==> config.mk <==
export PLATFORM = sky130hd
export DESIGN_NAME = opmd_output_port
export DESIGN_NICKNAME = d
export VERILOG_FILES = /design/src/rtl/opmd_sync.v /design/src/rtl/opmd_deskew.v /design/src/rtl/opmd_output_port.v
export VERILOG_INCLUDE_DIRS = /design/src /design/src/rtl
export SDC_FILE = /design/constraint.sdc
export NUM_CORES = 1
export LEC_CHECK = 0
export BUFFER_PORTS_ARGS = -buffer_cell sky130_fd_sc_hd__buf_2
export CAP_MARGIN = 20
export CORE_ASPECT_RATIO = 0.7
export CORE_MARGIN = 2
export CORE_UTILIZATION = 48
export CTS_BUF_LIST = sky130_fd_sc_hd__clkbuf_4 sky130_fd_sc_hd__clkbuf_8 sky130_fd_sc_hd__clkbuf_16
export CTS_CLUSTER_DIAMETER = 40
export DETAILED_ROUTE_END_ITERATION = 10
export GPL_ROUTABILITY_DRIVEN = 0
export GPL_TIMING_DRIVEN = 1
export PLACE_DENSITY = 0.67
export SYNTH_ARGS = -nofsm -noshare
export SYNTH_HDL_FRONTEND = slang
export SYNTH_SLANG_ARGS = --single-unit
export TNS_END_PERCENT = 20
==> constraint.sdc <==
create_clock -name mclk -period 5.1 [get_ports mclk]
set_clock_uncertainty 0.2 [all_clocks]
set_input_delay 1.02 -clock mclk [delete_from_list [all_inputs] [get_ports mclk]]
set_output_delay 1.02 -clock mclk [all_outputs]
set_load 0.01 [all_outputs]
==> src/rtl/opmd_defines.vh <==
`ifndef OPMD_DEFINES_VH
`define OPMD_DEFINES_VH

// register indices on the 3-bit register port
`define OPMD_ADDR_DATA 3'h0
`define OPMD_ADDR_CMD 3'h1
`define OPMD_ADDR_MODE 3'h2
`define OPMD_ADDR_PVAL 3'h3
`define OPMD_ADDR_PMASK 3'h4
`define OPMD_ADDR_DESKEW 3'h5

// mode register fields
`define OPMD_MODE_EN 0
`define OPMD_MODE_SB 1
`define OPMD_MODE_ITB 2
`define OPMD_MODE_IMO 3
`define OPMD_MODE_DTE 4
`define OPMD_MODE_PMS_LO 5
`define OPMD_MODE_PMS_HI 6
`define OPMD_MODE_WMASK 8'h7f

// match_mode_select codes
`define OPMD_PMS_OFF 2'h0
`define OPMD_PMS_AND 2'h1
`define OPMD_PMS_OR 2'h2
`define OPMD_PMS_EVT 2'h3

// command/status register fields
`define OPMD_CMD_CLR_IP 0
`define OPMD_ST_IP 0
`define OPMD_ST_ORE 1
`define OPMD_ST_PMF 2
`define OPMD_ST_BUF 3
`define OPMD_ST_DAV 4
`define OPMD_ST_HELD 5

// reset values
`define OPMD_MODE_RST 8'h00
`define OPMD_PVAL_RST 8'h00
`define OPMD_PMASK_RST 8'h00
`define OPMD_DESKEW_RST 4'h0
`define OPMD_ACK_RST 1'b1

// deskew timer width; field value n gives n+1 cycles, 16 at most
`define OPMD_DESKEW_W 4

`endif

==> src/rtl/opmd_sync.v <==
`timescale 1ns/10ps
`default_nettype none
`include "opmd_defines.vh"

module opmd_sync (
  // clock and reset
  input wire mclk,
  input wire resetn,
  // asynchronous level in, synchronised level out
  input wire async_in,
  output reg sync_out_q
);

  reg meta_q;

  // meta_q feeds only the second stage
  always @(posedge mclk or negedge resetn) begin
    if (!resetn) begin
      meta_q <= `OPMD_ACK_RST;
      sync_out_q <= `OPMD_ACK_RST;
    end else begin
      meta_q <= async_in;
      sync_out_q <= meta_q;
    end
  end

endmodule

`default_nettype wire

==> src/rtl/opmd_deskew.v <==
`timescale 1ns/10ps
`default_nettype none
`include "opmd_defines.vh"

module opmd_deskew (
  // clock and reset
  input wire mclk,
  input wire resetn,
  // control
  input wire start,
  input wire [`OPMD_DESKEW_W-1:0] count,
  // status
  output reg done_q
);

  reg [`OPMD_DESKEW_W-1:0] cnt_q;

  // done rises count+1 cycles after the start cycle
  always @(posedge mclk or negedge resetn) begin
    if (!resetn) begin
      cnt_q <= {`OPMD_DESKEW_W{1'b0}};
      done_q <= 1'b1;
    end else if (start) begin
      cnt_q <= count;
      done_q <= 1'b0;
    end else if (!done_q) begin
      if (cnt_q == {`OPMD_DESKEW_W{1'b0}}) begin
        done_q <= 1'b1;
      end else begin
        cnt_q <= cnt_q - {{(`OPMD_DESKEW_W-1){1'b0}}, 1'b1};
      end
    end
  end

endmodule

`default_nettype wire

==> src/rtl/opmd_output_port.v <==
// Overview of operation
// - output matching offers only AND and OR
// - match flag updates on each buffer load
// - one-byte mode: load sets irq pending unless single-buffered, where the drain sets it
// - flag set: only command or disable clears irq pending
// - flag set: fill needs write and clear
// - early write still latched, not yet filled
// - two-byte mode: matching load sets pending
// - second byte match sets pending and flag
// - match-only: request only on matching load
// - port owns a 4-bit deskew timer
// - enabled deskew delays data-available after load
// - deskew delays available past ack rising until the timer ends
// - write into empty buffer moves data out
// - new data write clears register-empty flag
// - ack falling empties buffer, available rises
// - emptied buffer takes next pending byte
// - available stays high while ack low
// - available falls only once ack is high
// - two-byte mode: pending when both empty
// - data-available is active low
//
// Chosen here: the register offsets and the plain strobed port.
`timescale 1ns/10ps
`default_nettype none
`include "opmd_defines.vh"

module opmd_output_port (
  // clock and reset
  input wire mclk,
  input wire resetn,
  // register port
  input wire [2:0] reg_addr,
  input wire [7:0] reg_wdata,
  input wire reg_wr,
  input wire reg_rd,
  output reg [7:0] reg_rdata_q,
  // handshake pins
  output reg [7:0] port_data_q,
  output reg data_avail_n_q,
  input wire ack_input_n,
  // interrupt request level
  output reg irq_request_q
);

  // handshake states
  localparam [3:0] ST_EMPTY = 4'b0001;
  localparam [3:0] ST_SKEW = 4'b0010;
  localparam [3:0] ST_HOLD = 4'b0100;
  localparam [3:0] ST_AVAIL = 4'b1000;

  // software registers
  reg [7:0] mode_q;
  reg [7:0] pat_val_q;
  reg [7:0] pat_mask_q;
  reg [`OPMD_DESKEW_W-1:0] deskew_cnt_q;

  // data path state
  reg [7:0] odr_q;
  reg odr_full_q;
  reg held_q;
  reg irq_pending_q;
  reg match_flag_q;
  reg ack_prev_q;
  reg [3:0] state_q;
  reg [3:0] state_d;

  // combinational terms
  reg byte_match;
  reg odr_full_d;
  reg held_d;
  reg irq_pending_d;
  wire ack_s;
  wire desk_done;

  // decoded mode bits
  wire port_en = mode_q[`OPMD_MODE_EN];
  wire single_buffer_mode = mode_q[`OPMD_MODE_SB];
  wire two_byte_irq_mode = mode_q[`OPMD_MODE_ITB];
  wire irq_on_match_only = mode_q[`OPMD_MODE_IMO];
  wire deskew_enable = mode_q[`OPMD_MODE_DTE];
  wire [1:0] match_mode_select =
    mode_q[`OPMD_MODE_PMS_HI:`OPMD_MODE_PMS_LO];

  // register port decode
  wire wr_data = reg_wr & (reg_addr == `OPMD_ADDR_DATA);
  wire wr_cmd = reg_wr & (reg_addr == `OPMD_ADDR_CMD);
  wire wr_mode = reg_wr & (reg_addr == `OPMD_ADDR_MODE);
  wire wr_pval = reg_wr & (reg_addr == `OPMD_ADDR_PVAL);
  wire wr_pmask = reg_wr & (reg_addr == `OPMD_ADDR_PMASK);
  wire wr_deskew = reg_wr & (reg_addr == `OPMD_ADDR_DESKEW);
  wire clr_ip_cmd = wr_cmd & reg_wdata[`OPMD_CMD_CLR_IP];

  // status derived from state
  wire buf_full = ~state_q[0];
  wire out_reg_empty = ~odr_full_q;

  // acknowledge pin passes two flip-flops first
  opmd_sync u_ack_sync (
    .mclk(mclk),
    .resetn(resetn),
    .async_in(ack_input_n),
    .sync_out_q(ack_s)
  );

  // receiver has taken the byte
  wire ack_fall = ack_prev_q & ~ack_s;

  // buffer load: output register full, buffer empty
  wire move = port_en & odr_full_q & ~buf_full;

  // buffer emptied by the receiver
  wire drain = port_en & state_q[3] & ack_fall;

  // pattern test on the byte being moved
  wire [7:0] bit_hit = ~(odr_q ^ pat_val_q) & pat_mask_q;

  always @* begin
    case (match_mode_select)
      `OPMD_PMS_AND: byte_match = (bit_hit == pat_mask_q);
      `OPMD_PMS_OR: byte_match = |bit_hit;
      // transition mode needs history; never matches here
      `OPMD_PMS_EVT: byte_match = 1'b0;
      default: byte_match = 1'b0;
    endcase
  end

  // pending set on a load
  wire set_on_move = move & (irq_on_match_only ? byte_match :
    (byte_match |
     (~two_byte_irq_mode & ~single_buffer_mode)));

  // pending set on a drain
  wire set_on_drain = drain & ~irq_on_match_only &
    ((single_buffer_mode) |
     (two_byte_irq_mode & ~odr_full_q & ~held_q));

  // data write that clears pending, only when no match is flagged
  wire write_clears = wr_data & port_en & ~match_flag_q &
    (~two_byte_irq_mode | buf_full);

  // deskew timer, started by every buffer load
  opmd_deskew u_deskew (
    .mclk(mclk),
    .resetn(resetn),
    .start(move),
    .count(deskew_cnt_q),
    .done_q(desk_done)
  );

  // software registers
  always @(posedge mclk or negedge resetn) begin
    if (!resetn) begin
      mode_q <= `OPMD_MODE_RST;
      pat_val_q <= `OPMD_PVAL_RST;
      pat_mask_q <= `OPMD_PMASK_RST;
      deskew_cnt_q <= `OPMD_DESKEW_RST;
    end else begin
      if (wr_mode) begin
        mode_q <= reg_wdata & `OPMD_MODE_WMASK;
      end
      if (wr_pval) begin
        pat_val_q <= reg_wdata;
      end
      if (wr_pmask) begin
        pat_mask_q <= reg_wdata;
      end
      if (wr_deskew) begin
        deskew_cnt_q <= reg_wdata[`OPMD_DESKEW_W-1:0];
      end
    end
  end

  // output data register contents
  always @(posedge mclk or negedge resetn) begin
    if (!resetn) begin
      odr_q <= 8'h00;
    end else if (wr_data) begin
      odr_q <= reg_wdata;
    end
  end

  // output data register fill state
  always @* begin
    odr_full_d = odr_full_q;
    held_d = held_q;
    if (move & ~single_buffer_mode) begin
      odr_full_d = 1'b0;
    end
    if (drain & single_buffer_mode) begin
      odr_full_d = 1'b0;
    end
    if (held_q & ~irq_pending_q) begin
      odr_full_d = 1'b1;
      held_d = 1'b0;
    end
    if (wr_data & port_en) begin
      if (match_flag_q) begin
        held_d = 1'b1;
      end else begin
        odr_full_d = 1'b1;
      end
    end
    if (!port_en) begin
      odr_full_d = 1'b0;
      held_d = 1'b0;
    end
  end

  always @(posedge mclk or negedge resetn) begin
    if (!resetn) begin
      odr_full_q <= 1'b0;
      held_q <= 1'b0;
    end else begin
      odr_full_q <= odr_full_d;
      held_q <= held_d;
    end
  end

  // interrupt pending: a set wins over command and write clears; disable clears over all
  always @* begin
    irq_pending_d = irq_pending_q;
    if (clr_ip_cmd | write_clears) begin
      irq_pending_d = 1'b0;
    end
    if (set_on_move | set_on_drain) begin
      irq_pending_d = 1'b1;
    end
    if (!port_en) begin
      irq_pending_d = 1'b0;
    end
  end

  always @(posedge mclk or negedge resetn) begin
    if (!resetn) begin
      irq_pending_q <= 1'b0;
    end else begin
      irq_pending_q <= irq_pending_d;
    end
  end

  // match flag follows the byte moved into the buffer
  always @(posedge mclk or negedge resetn) begin
    if (!resetn) begin
      match_flag_q <= 1'b0;
    end else if (!port_en) begin
      match_flag_q <= 1'b0;
    end else if (move) begin
      match_flag_q <= byte_match;
    end
  end

  // buffer register drives the pins
  always @(posedge mclk or negedge resetn) begin
    if (!resetn) begin
      port_data_q <= 8'h00;
    end else if (move) begin
      port_data_q <= odr_q;
    end
  end

  // previous synchronised acknowledge for edge detection
  always @(posedge mclk or negedge resetn) begin
    if (!resetn) begin
      ack_prev_q <= `OPMD_ACK_RST;
    end else begin
      ack_prev_q <= ack_s;
    end
  end

  // interlocked handshake
  always @* begin
    state_d = state_q;
    case (state_q)
      ST_EMPTY: begin
        if (move) begin
          if (deskew_enable) begin
            state_d = ST_SKEW;
          end else if (ack_s) begin
            state_d = ST_AVAIL;
          end else begin
            state_d = ST_HOLD;
          end
        end
      end
      ST_SKEW: begin
        // timer runs from the load, not from ack rising
        if (desk_done) begin
          if (ack_s) begin
            state_d = ST_AVAIL;
          end else begin
            state_d = ST_HOLD;
          end
        end
      end
      ST_HOLD: begin
        if (ack_s) begin
          state_d = ST_AVAIL;
        end
      end
      ST_AVAIL: begin
        if (ack_fall) begin
          state_d = ST_EMPTY;
        end
      end
      default: begin
        state_d = ST_EMPTY;
      end
    endcase
    if (!port_en) begin
      state_d = ST_EMPTY;
    end
  end

  always @(posedge mclk or negedge resetn) begin
    if (!resetn) begin
      state_q <= ST_EMPTY;
    end else begin
      state_q <= state_d;
    end
  end

  // data-available low only in the available state
  always @(posedge mclk or negedge resetn) begin
    if (!resetn) begin
      data_avail_n_q <= 1'b1;
    end else begin
      data_avail_n_q <= ~(state_d == ST_AVAIL);
    end
  end

  // interrupt request level toward the system
  always @(posedge mclk or negedge resetn) begin
    if (!resetn) begin
      irq_request_q <= 1'b0;
    end else begin
      irq_request_q <= irq_pending_d & port_en;
    end
  end

  // read data valid in the cycle after the read strobe only
  always @(posedge mclk or negedge resetn) begin
    if (!resetn) begin
      reg_rdata_q <= 8'h00;
    end else if (reg_rd) begin
      case (reg_addr)
        `OPMD_ADDR_DATA: reg_rdata_q <= port_data_q;
        `OPMD_ADDR_CMD: begin
          reg_rdata_q <= {2'h0,
            held_q,
            ~data_avail_n_q,
            buf_full,
            match_flag_q,
            out_reg_empty,
            irq_pending_q};
        end
        `OPMD_ADDR_MODE: reg_rdata_q <= mode_q;
        `OPMD_ADDR_PVAL: reg_rdata_q <= pat_val_q;
        `OPMD_ADDR_PMASK: reg_rdata_q <= pat_mask_q;
        `OPMD_ADDR_DESKEW: begin
          reg_rdata_q <= {4'h0, deskew_cnt_q};
        end
        default: reg_rdata_q <= 8'h00;
      endcase
    end else begin
      reg_rdata_q <= 8'h00;
    end
  end

endmodule

`default_nettype wire

=== Word-level counts from Yosys, hierarchy flattened ===
Index checks and enable logic that the tools add are counted.

* Flip-flop bits (word level): 69
* Word-level logic and storage cells: 117

* $add $sub $neg: 1
* Equal/unequal tests: 16
* Multiplexer cells: 33
* Bitwise logic cells: 44
* Reduce and logical (&&, ||, !) cells: 4

{| class="wikitable"
|+ Operators with widths
! kind !! number
|-
| 8-bit one-hot mux with 6 select lines || 1
|-
| 4-bit 2-to-1 mux || 10
|-
| 1-bit bitwise AND || 25
|-
| 1-bit 2-to-1 mux || 19
|-
| 4-bit one-hot mux with 4 select lines || 1
|-
| 1-bit NOT || 11
|-
| 8-bit bitwise AND || 1
|-
| 4-bit equality test, second input constant || 2
|-
| 8-bit equality test || 1
|-
| 8-bit 2-to-1 mux || 1
|-
| 8-bit NOT || 1
|-
| 8-bit OR reduction || 1
|-
| 8-bit XOR || 1
|-
| 3-bit by 2-bit equality test with 1-bit output, second input constant || 2
|-
| 3-bit equality test, second input constant || 2
|-
| 1-bit OR || 5
|-
| 4-bit by 1-bit equality test with 1-bit output, second input constant || 1
|-
| 4-bit by 2-bit equality test with 1-bit output, second input constant || 1
|-
| 4-bit by 3-bit equality test with 1-bit output, second input constant || 1
|-
| 4-bit logical NOT || 1
|-
| 2-bit != test, second input constant || 2
|-
| 4-bit by 1-bit subtractor with 4-bit output, second input constant || 1
|-
| 3-bit by 1-bit equality test with 1-bit output, second input constant || 1
|-
| 3-bit logical NOT || 1
|-
| 5 further kinds || 5
|}

=== Depth between registers and ports, before layout ===
* Depth in word-level cells: 12
* Gate-level depth with buffers: 7
* Depth with buffers taken out: 6

=== Cells and area by module ===
From an unflattened synthesis, not the netlist that was laid out.

* Cell total of the unflattened synthesis: 302
* Area total of the unflattened synthesis: 3389.5 µm²

{| class="wikitable"
|+ By module, submodules not included
! module !! instances !! cells an instance !! area each (µm²) !! seq. area each (µm²)
|-
| opmd_output_port || 1 || 270 || 3045.4 || 1530.2
|-
| opmd_deskew || 1 || 30 || 291.5 || 126.4
|-
| opmd_sync || 1 || 2 || 52.6 || 52.6
|}

=== Least setup slack after synthesis ===
Ideal clock, no wire load.

* Path kind: input to register
* Start point: input port reg_addr[1]
* End point: register odr_q[0]
* Setup time: 0.125 ns
* Arrival: 2.170 ns
* Setup slack: 2.605 ns
* Stages: 5
* Path through: buf_2 > nor2b_1 > nor3b_1 > buf_2 > mux2_2

* Word-level cells in the longest chain between the ends: 2

{| class="wikitable"
|+ Ends and longest elaborated chain
! what !! line !! source
|-
| start: declaration || opmd_output_port.v:33 || <nowiki>input wire [2:0] reg_addr,</nowiki>
|-
| 3-bit logical NOT || n/a ||
|-
| 1-bit bitwise AND || opmd_output_port.v:86 || <nowiki>wire wr_data = reg_wr & (reg_addr == `OPMD_ADDR_DATA);</nowiki>
|-
| end signal: assignment || opmd_output_port.v:179 || <nowiki>odr_q <= reg_wdata;</nowiki>
|-
| end: declaration || opmd_output_port.v:59 || <nowiki>reg [7:0] odr_q;</nowiki>
|}

Every way passes these cells.
A chain may end at the register's enable or synchronous reset.

=== Final worst setup path ===
* Start point: input port reg_addr[1]
* End point: register pat_mask_q[7]

* Word-level cells in the longest chain between the ends: 2

{| class="wikitable"
|+ Ends and longest elaborated chain
! what !! line !! source
|-
| 3-bit equality test || n/a ||
|-
| 1-bit bitwise AND || opmd_output_port.v:90 || <nowiki>wire wr_pmask = reg_wr & (reg_addr == `OPMD_ADDR_PMASK);</nowiki>
|-
| end signal: assignment || opmd_output_port.v:156 || <nowiki>pat_mask_q <= `OPMD_PMASK_RST;</nowiki>
|-
| end signal: assignment || opmd_output_port.v:166 || <nowiki>pat_mask_q <= reg_wdata;</nowiki>
|-
| end: declaration || opmd_output_port.v:55 || <nowiki>reg [7:0] pat_mask_q;</nowiki>
|}

Every way passes these cells.

==> results <==
- Data on the critical path is required at its endpoint by ~5000 ps.
- Setup violations remaining at the end of the flow were counted as 0.
- The share of total power dissipated in the clock network is a little under a third.
- The number of placed cells counting well taps is roughly 400.
- The critical path is of the in -> reg type.
- After synthesis, the share of flip-flops with an asynchronous set or reset is 100%.
- The total length of routed met2 wires is between 3000 and 4000 µm.
- The cell with the largest stage delay on the worst path is sky130_fd_sc_hd__nor2_1.
- The number of port buffers is 33.
- Among all flip-flop cells after synthesis, the most frequent one is sky130_fd_sc_hd__dfrtp_1.
- The synthesized design contains 0 enable-type register cells.
- Once detailed placement completed, the half-perimeter wirelength came to around 5400 µm.
- The via count of the first global-routing pass came to ~2300.
- In this run the critical register-to-register path is launched from state_q[0]$_DFF_PN1_.
- The initial core utilization is between 40 and 50%.
- The hold slack is roughly 160 ps.
- After clock tree synthesis, the clock-pin slew on the worst setup and hold paths is roughly 80 ps.
- The count of buffer and inverter cells on the critical path is 1.
- The cell class contributing the biggest share of worst-path delay is simple AND/OR/NAND/NOR gates.
- The ratio of total power to cell area is ~430 nW/µm².
- The kind of end point of the critical path is a flop.
- The pre-antenna-repair detailed-routing pass consisted of 6 iterations.
- The warning count from the yosys run is 0.
- Measured against its own limit, the worst slew margin works out to between 50% and 60%.
- The tree built by TritonCTS fans out to 68 sinks.
- The clock reaches the later pin of the worst-skew pair after 360 ps.
- Measured along the y axis, the die boundary spans around 73 µm.
- After detailed routing, the number of vias per cell comes to around 5.6.
- TritonCTS built the clock tree.
- The final global-route overflow total is 0.
- The hold buffer count at cts is 0.
- The number of routed nets with antenna violations is 0.
- The pin count of the biggest net entering global routing is 48.
- The total of flip-flops plus latches after synthesis is a little under 70.
- The final period utilization is between 50% and 60%.
- The setup total negative slack is 0 ps.
- The total inserted antenna cells is 0.
- The critical path goes through buf_2 > nor2b_1 > nand2_1 > nor2_1 > mux2_2.
- The internal power of the cells is approximately 1.1 mW.
- The number of setup buffers added after CTS is 0.
- The post-cts resize count is 0.
- After synthesis, the cell types taking the most area are sky130_fd_sc_hd__dfrtp_1 48%, sky130_fd_sc_hd__mux2_2 11%, sky130_fd_sc_hd__dfstp_2 4.8%, sky130_fd_sc_hd__mux4_2 2.8%, sky130_fd_sc_hd__mux2i_1 2.5%.
- The portion of total power attributed to combinational logic is between 20% and 30%.
- For the worst setup path, the data arrival time is roughly 2600 ps.
- Setup repair after global routing left no endpoint under its margin.
- The routed wirelength normalized by instance count is ~18 µm.
- Net switching is a little under a third of the power.
- Synthesis produced a netlist whose cell count is ~290.
- The region available for standard cell placement spans between 6000 and 7000 µm².
- The number of nets at the end of the flow is approximately 340.
- The total wire length after detailed routing is around 7700 µm.
- The first global-routing pass estimated ~12000 µm of wire.
- STA classifies the critical path startpoint as an input pin.
- The full die area is about 7500 µm².
- The number of clock buffers added by TritonCTS is 9.
- The summed instance area of the synthesized netlist is 3260 µm².
- Timing would allow up to slightly below 0.4 GHz.
- The initial antenna violation count is 0.
- The leakage power is roughly 1.7 nW.
- The overall power of the completed layout is between 1.5 and 2 mW.
- The deepest clock path buffer count is 2.
- The worst-case IR drop observed on VDD is about 0.24 mV.
- The global-route usage over all layers is 22.8%.
- For the finished layout, the period the worst path requires is 2550 ps.
- In this run the clock root is driven by a sky130_fd_sc_hd__clkbuf_8.
- The final hold violation count is 0.
- In this run the worst path has a maximum fanout of 18.
- The portion of total power attributed to sequential cells is a little under half.
- The ratio of cells with drive above 1 in the final layout is approximately 30%.
- The final count of pins violating max slew was 0.
- The DRC marker count from the first detailed-route iteration is roughly 120.
- A synthesized cell averages ~11 µm².
- The detailed-routed wire length on met3 is a little under 700 µm.
- The routed layout has 2383 vias.
- The top cell type by area accounts for a little under half of the synthesized area.
- The count of non-filler cells in the finished layout is 424.
- The synthesized design spends more area on one cell type than any other, namely sky130_fd_sc_hd__dfrtp_1.
- The total routed wire length on the met1 layer is approximately 3800 µm.
- The number of top-level design ports is 34.
- The classification of the worst-slack hold path is reg -> reg.
- The start point of the critical path is reg_addr[1].
- Fill cells in the final layout number about 590.
- The actual slew at the worst max-slew pin is about 730 ps.
- In the routed design, unresolved DRC markers number 0.
- In this run the horizontal extent of the chip is around 100 µm.
- The number of different library cells in the post-synthesis netlist is 47.
- The net count after synthesis is just over 300.
- The number of violations of the max-capacitance limit is 0.
- The highest routed metal layer is met4.
- The area overhead of the layout relative to synthesis is 15.3%.
- The largest single stage delay on the critical path is 570 ps.
- The share of the yosys chip area belonging to registers is between 50 and 60%.
- The switching power is roughly 0.5 mW.
- The H-tree was split into 3 levels.
- In this run the most critical hold path is launched from u_ack_sync.meta_q$_DFF_PN1_.
- The floorplan row count is 25.
- The flow ran to the end, and the final reports show no timing, DRC or antenna violations.
## cell usage after synthesis, types with 4 or more instances
| master | count |
|---|---|
| sky130_fd_sc_hd__dfrtp_1 | 62 |
| sky130_fd_sc_hd__mux2_2 | 32 |
| sky130_fd_sc_hd__nand2_1 | 20 |
| sky130_fd_sc_hd__nor2_1 | 19 |
| sky130_fd_sc_hd__inv_1 | 18 |
| sky130_fd_sc_hd__o21ai_0 | 15 |
| sky130_fd_sc_hd__a21oi_1 | 9 |
| sky130_fd_sc_hd__nand3_1 | 9 |
| sky130_fd_sc_hd__xnor2_1 | 9 |
| sky130_fd_sc_hd__mux2i_1 | 8 |
| sky130_fd_sc_hd__nor2b_1 | 8 |
| sky130_fd_sc_hd__buf_2 | 7 |
| sky130_fd_sc_hd__dfstp_2 | 6 |
| sky130_fd_sc_hd__o22ai_1 | 6 |
| sky130_fd_sc_hd__a22oi_1 | 5 |
| sky130_fd_sc_hd__and2_1 | 4 |
| sky130_fd_sc_hd__mux4_2 | 4 |
| sky130_fd_sc_hd__nand2b_1 | 4 |
## layout by cell type (no fill, tap or decap), types with 3 or more instances in the layout
cell / count
sky130_fd_sc_hd__a21oi_1: 9
sky130_fd_sc_hd__a22oi_1: 5
sky130_fd_sc_hd__and2_1: 4
sky130_fd_sc_hd__buf_2: 33
sky130_fd_sc_hd__buf_4: 3
sky130_fd_sc_hd__clkbuf_8: 9
sky130_fd_sc_hd__clkinvlp_4: 3
sky130_fd_sc_hd__dfrtp_1: 62
sky130_fd_sc_hd__dfstp_2: 6
sky130_fd_sc_hd__ha_1: 3
sky130_fd_sc_hd__inv_1: 18
sky130_fd_sc_hd__mux2_2: 32
sky130_fd_sc_hd__mux2i_1: 8
sky130_fd_sc_hd__mux4_2: 4
sky130_fd_sc_hd__nand2_1: 20
sky130_fd_sc_hd__nand2b_1: 4
sky130_fd_sc_hd__nand3_1: 9
sky130_fd_sc_hd__nor2_1: 19
sky130_fd_sc_hd__nor2b_1: 8
sky130_fd_sc_hd__nor3b_1: 3
sky130_fd_sc_hd__o21ai_0: 15
sky130_fd_sc_hd__o22ai_1: 6
sky130_fd_sc_hd__xnor2_1: 9
## worst paths after layout
check,depth (start not counted),slack [ps],endpoint
max,5,2550,pat_mask_q[7]$_DFFE_PN0P_
min,0,160,u_ack_sync.sync_out_q$_DFF_PN1_
max reg2reg,4,2810,match_flag_q$_DFFE_PN0P_
min reg2reg,0,160,u_ack_sync.sync_out_q$_DFF_PN1_
max in group asynchronous,3,3310,state_q[0]$_DFF_PN1_
min in group asynchronous,1,460,reg_rdata_q[7]$_DFF_PN0_
## cell type report
cell class                      instances  area (µm²)  share of cell area, %
Sequential cell                        68        1710                   45.5
Multi-Input combinational cell        190        1420                   37.8
Timing Repair Buffer                   37         215                   5.73
Clock buffer                            9         124                   3.30
Tap cell                               94         118                   3.13
Clock inverter                          7         100                   2.66
Inverter                               19        71.3                   1.90
## metrics by stage
step                      cell area, µm²  util (%)  setup slack, ps
after floorplan                     3260         -             2600
after CTS                           3730      56.0             2590
after global routing                3760      56.4             2470
after detailed placement            3510      52.6             2210
final                               3760      56.4             2550
after global placement              3510      52.6             2240
## layer usage
metal	GRT usage, %	vias up
met4	8.00	0
met3	8.24	11
met2	29.9	112
met5	0	-
met1	34.5	1157
li1	-	1103
## logic make-up after synthesis
| kind of cell | count (synthesis) | synth area share (%) |
|---|---|---|
| AO/OA/AOI/OAI | 53 | 10.4 |
| AND/OR/NAND/NOR | 79 | 12.8 |
| flip-flops | 68 | 52.5 |
| multiplexers | 44 | 16.3 |
| adder cells (fa/ha/maj) | 3 | 1.15 |
| buffers and inverters | 31 | 3.96 |
| XOR/XNOR | 11 | 2.96 |
## power groups by stage
stage	sequential [mW]	combinational (mW)	clock, mW
final	0.757	0.364	0.502
after floorplan	0.746	0.242	0
after detailed placement	0.765	0.356	0
after global placement	0.763	0.350	0
after CTS	0.755	0.359	0.514
after global routing	0.774	0.406	0.537
## registers in the layout (all words and copies together) (netlist names)
signal	count
held_q	1
pat_mask_q	8
odr_q	8
odr_full_q	1
u_deskew.done_q	1
deskew_cnt_q	4
port_data_q	8
u_ack_sync.meta_q	1
reg_rdata_q	8
mode_q	7
data_avail_n_q	1
pat_val_q	8
irq_pending_q	1
u_deskew.cnt_q	4
state_q	4
u_ack_sync.sync_out_q	1
match_flag_q	1
ack_prev_q	1
## worst register-to-register path, stage by stage (launching register included)
cell and delay, ps:
sky130_fd_sc_hd__dfstp_2 630, sky130_fd_sc_hd__nand3_4 290, sky130_fd_sc_hd__nor4_1 340, sky130_fd_sc_hd__or4b_1 520, sky130_fd_sc_hd__o311ai_0 160
No activity file was read; power rests on OpenSTA's default activity.
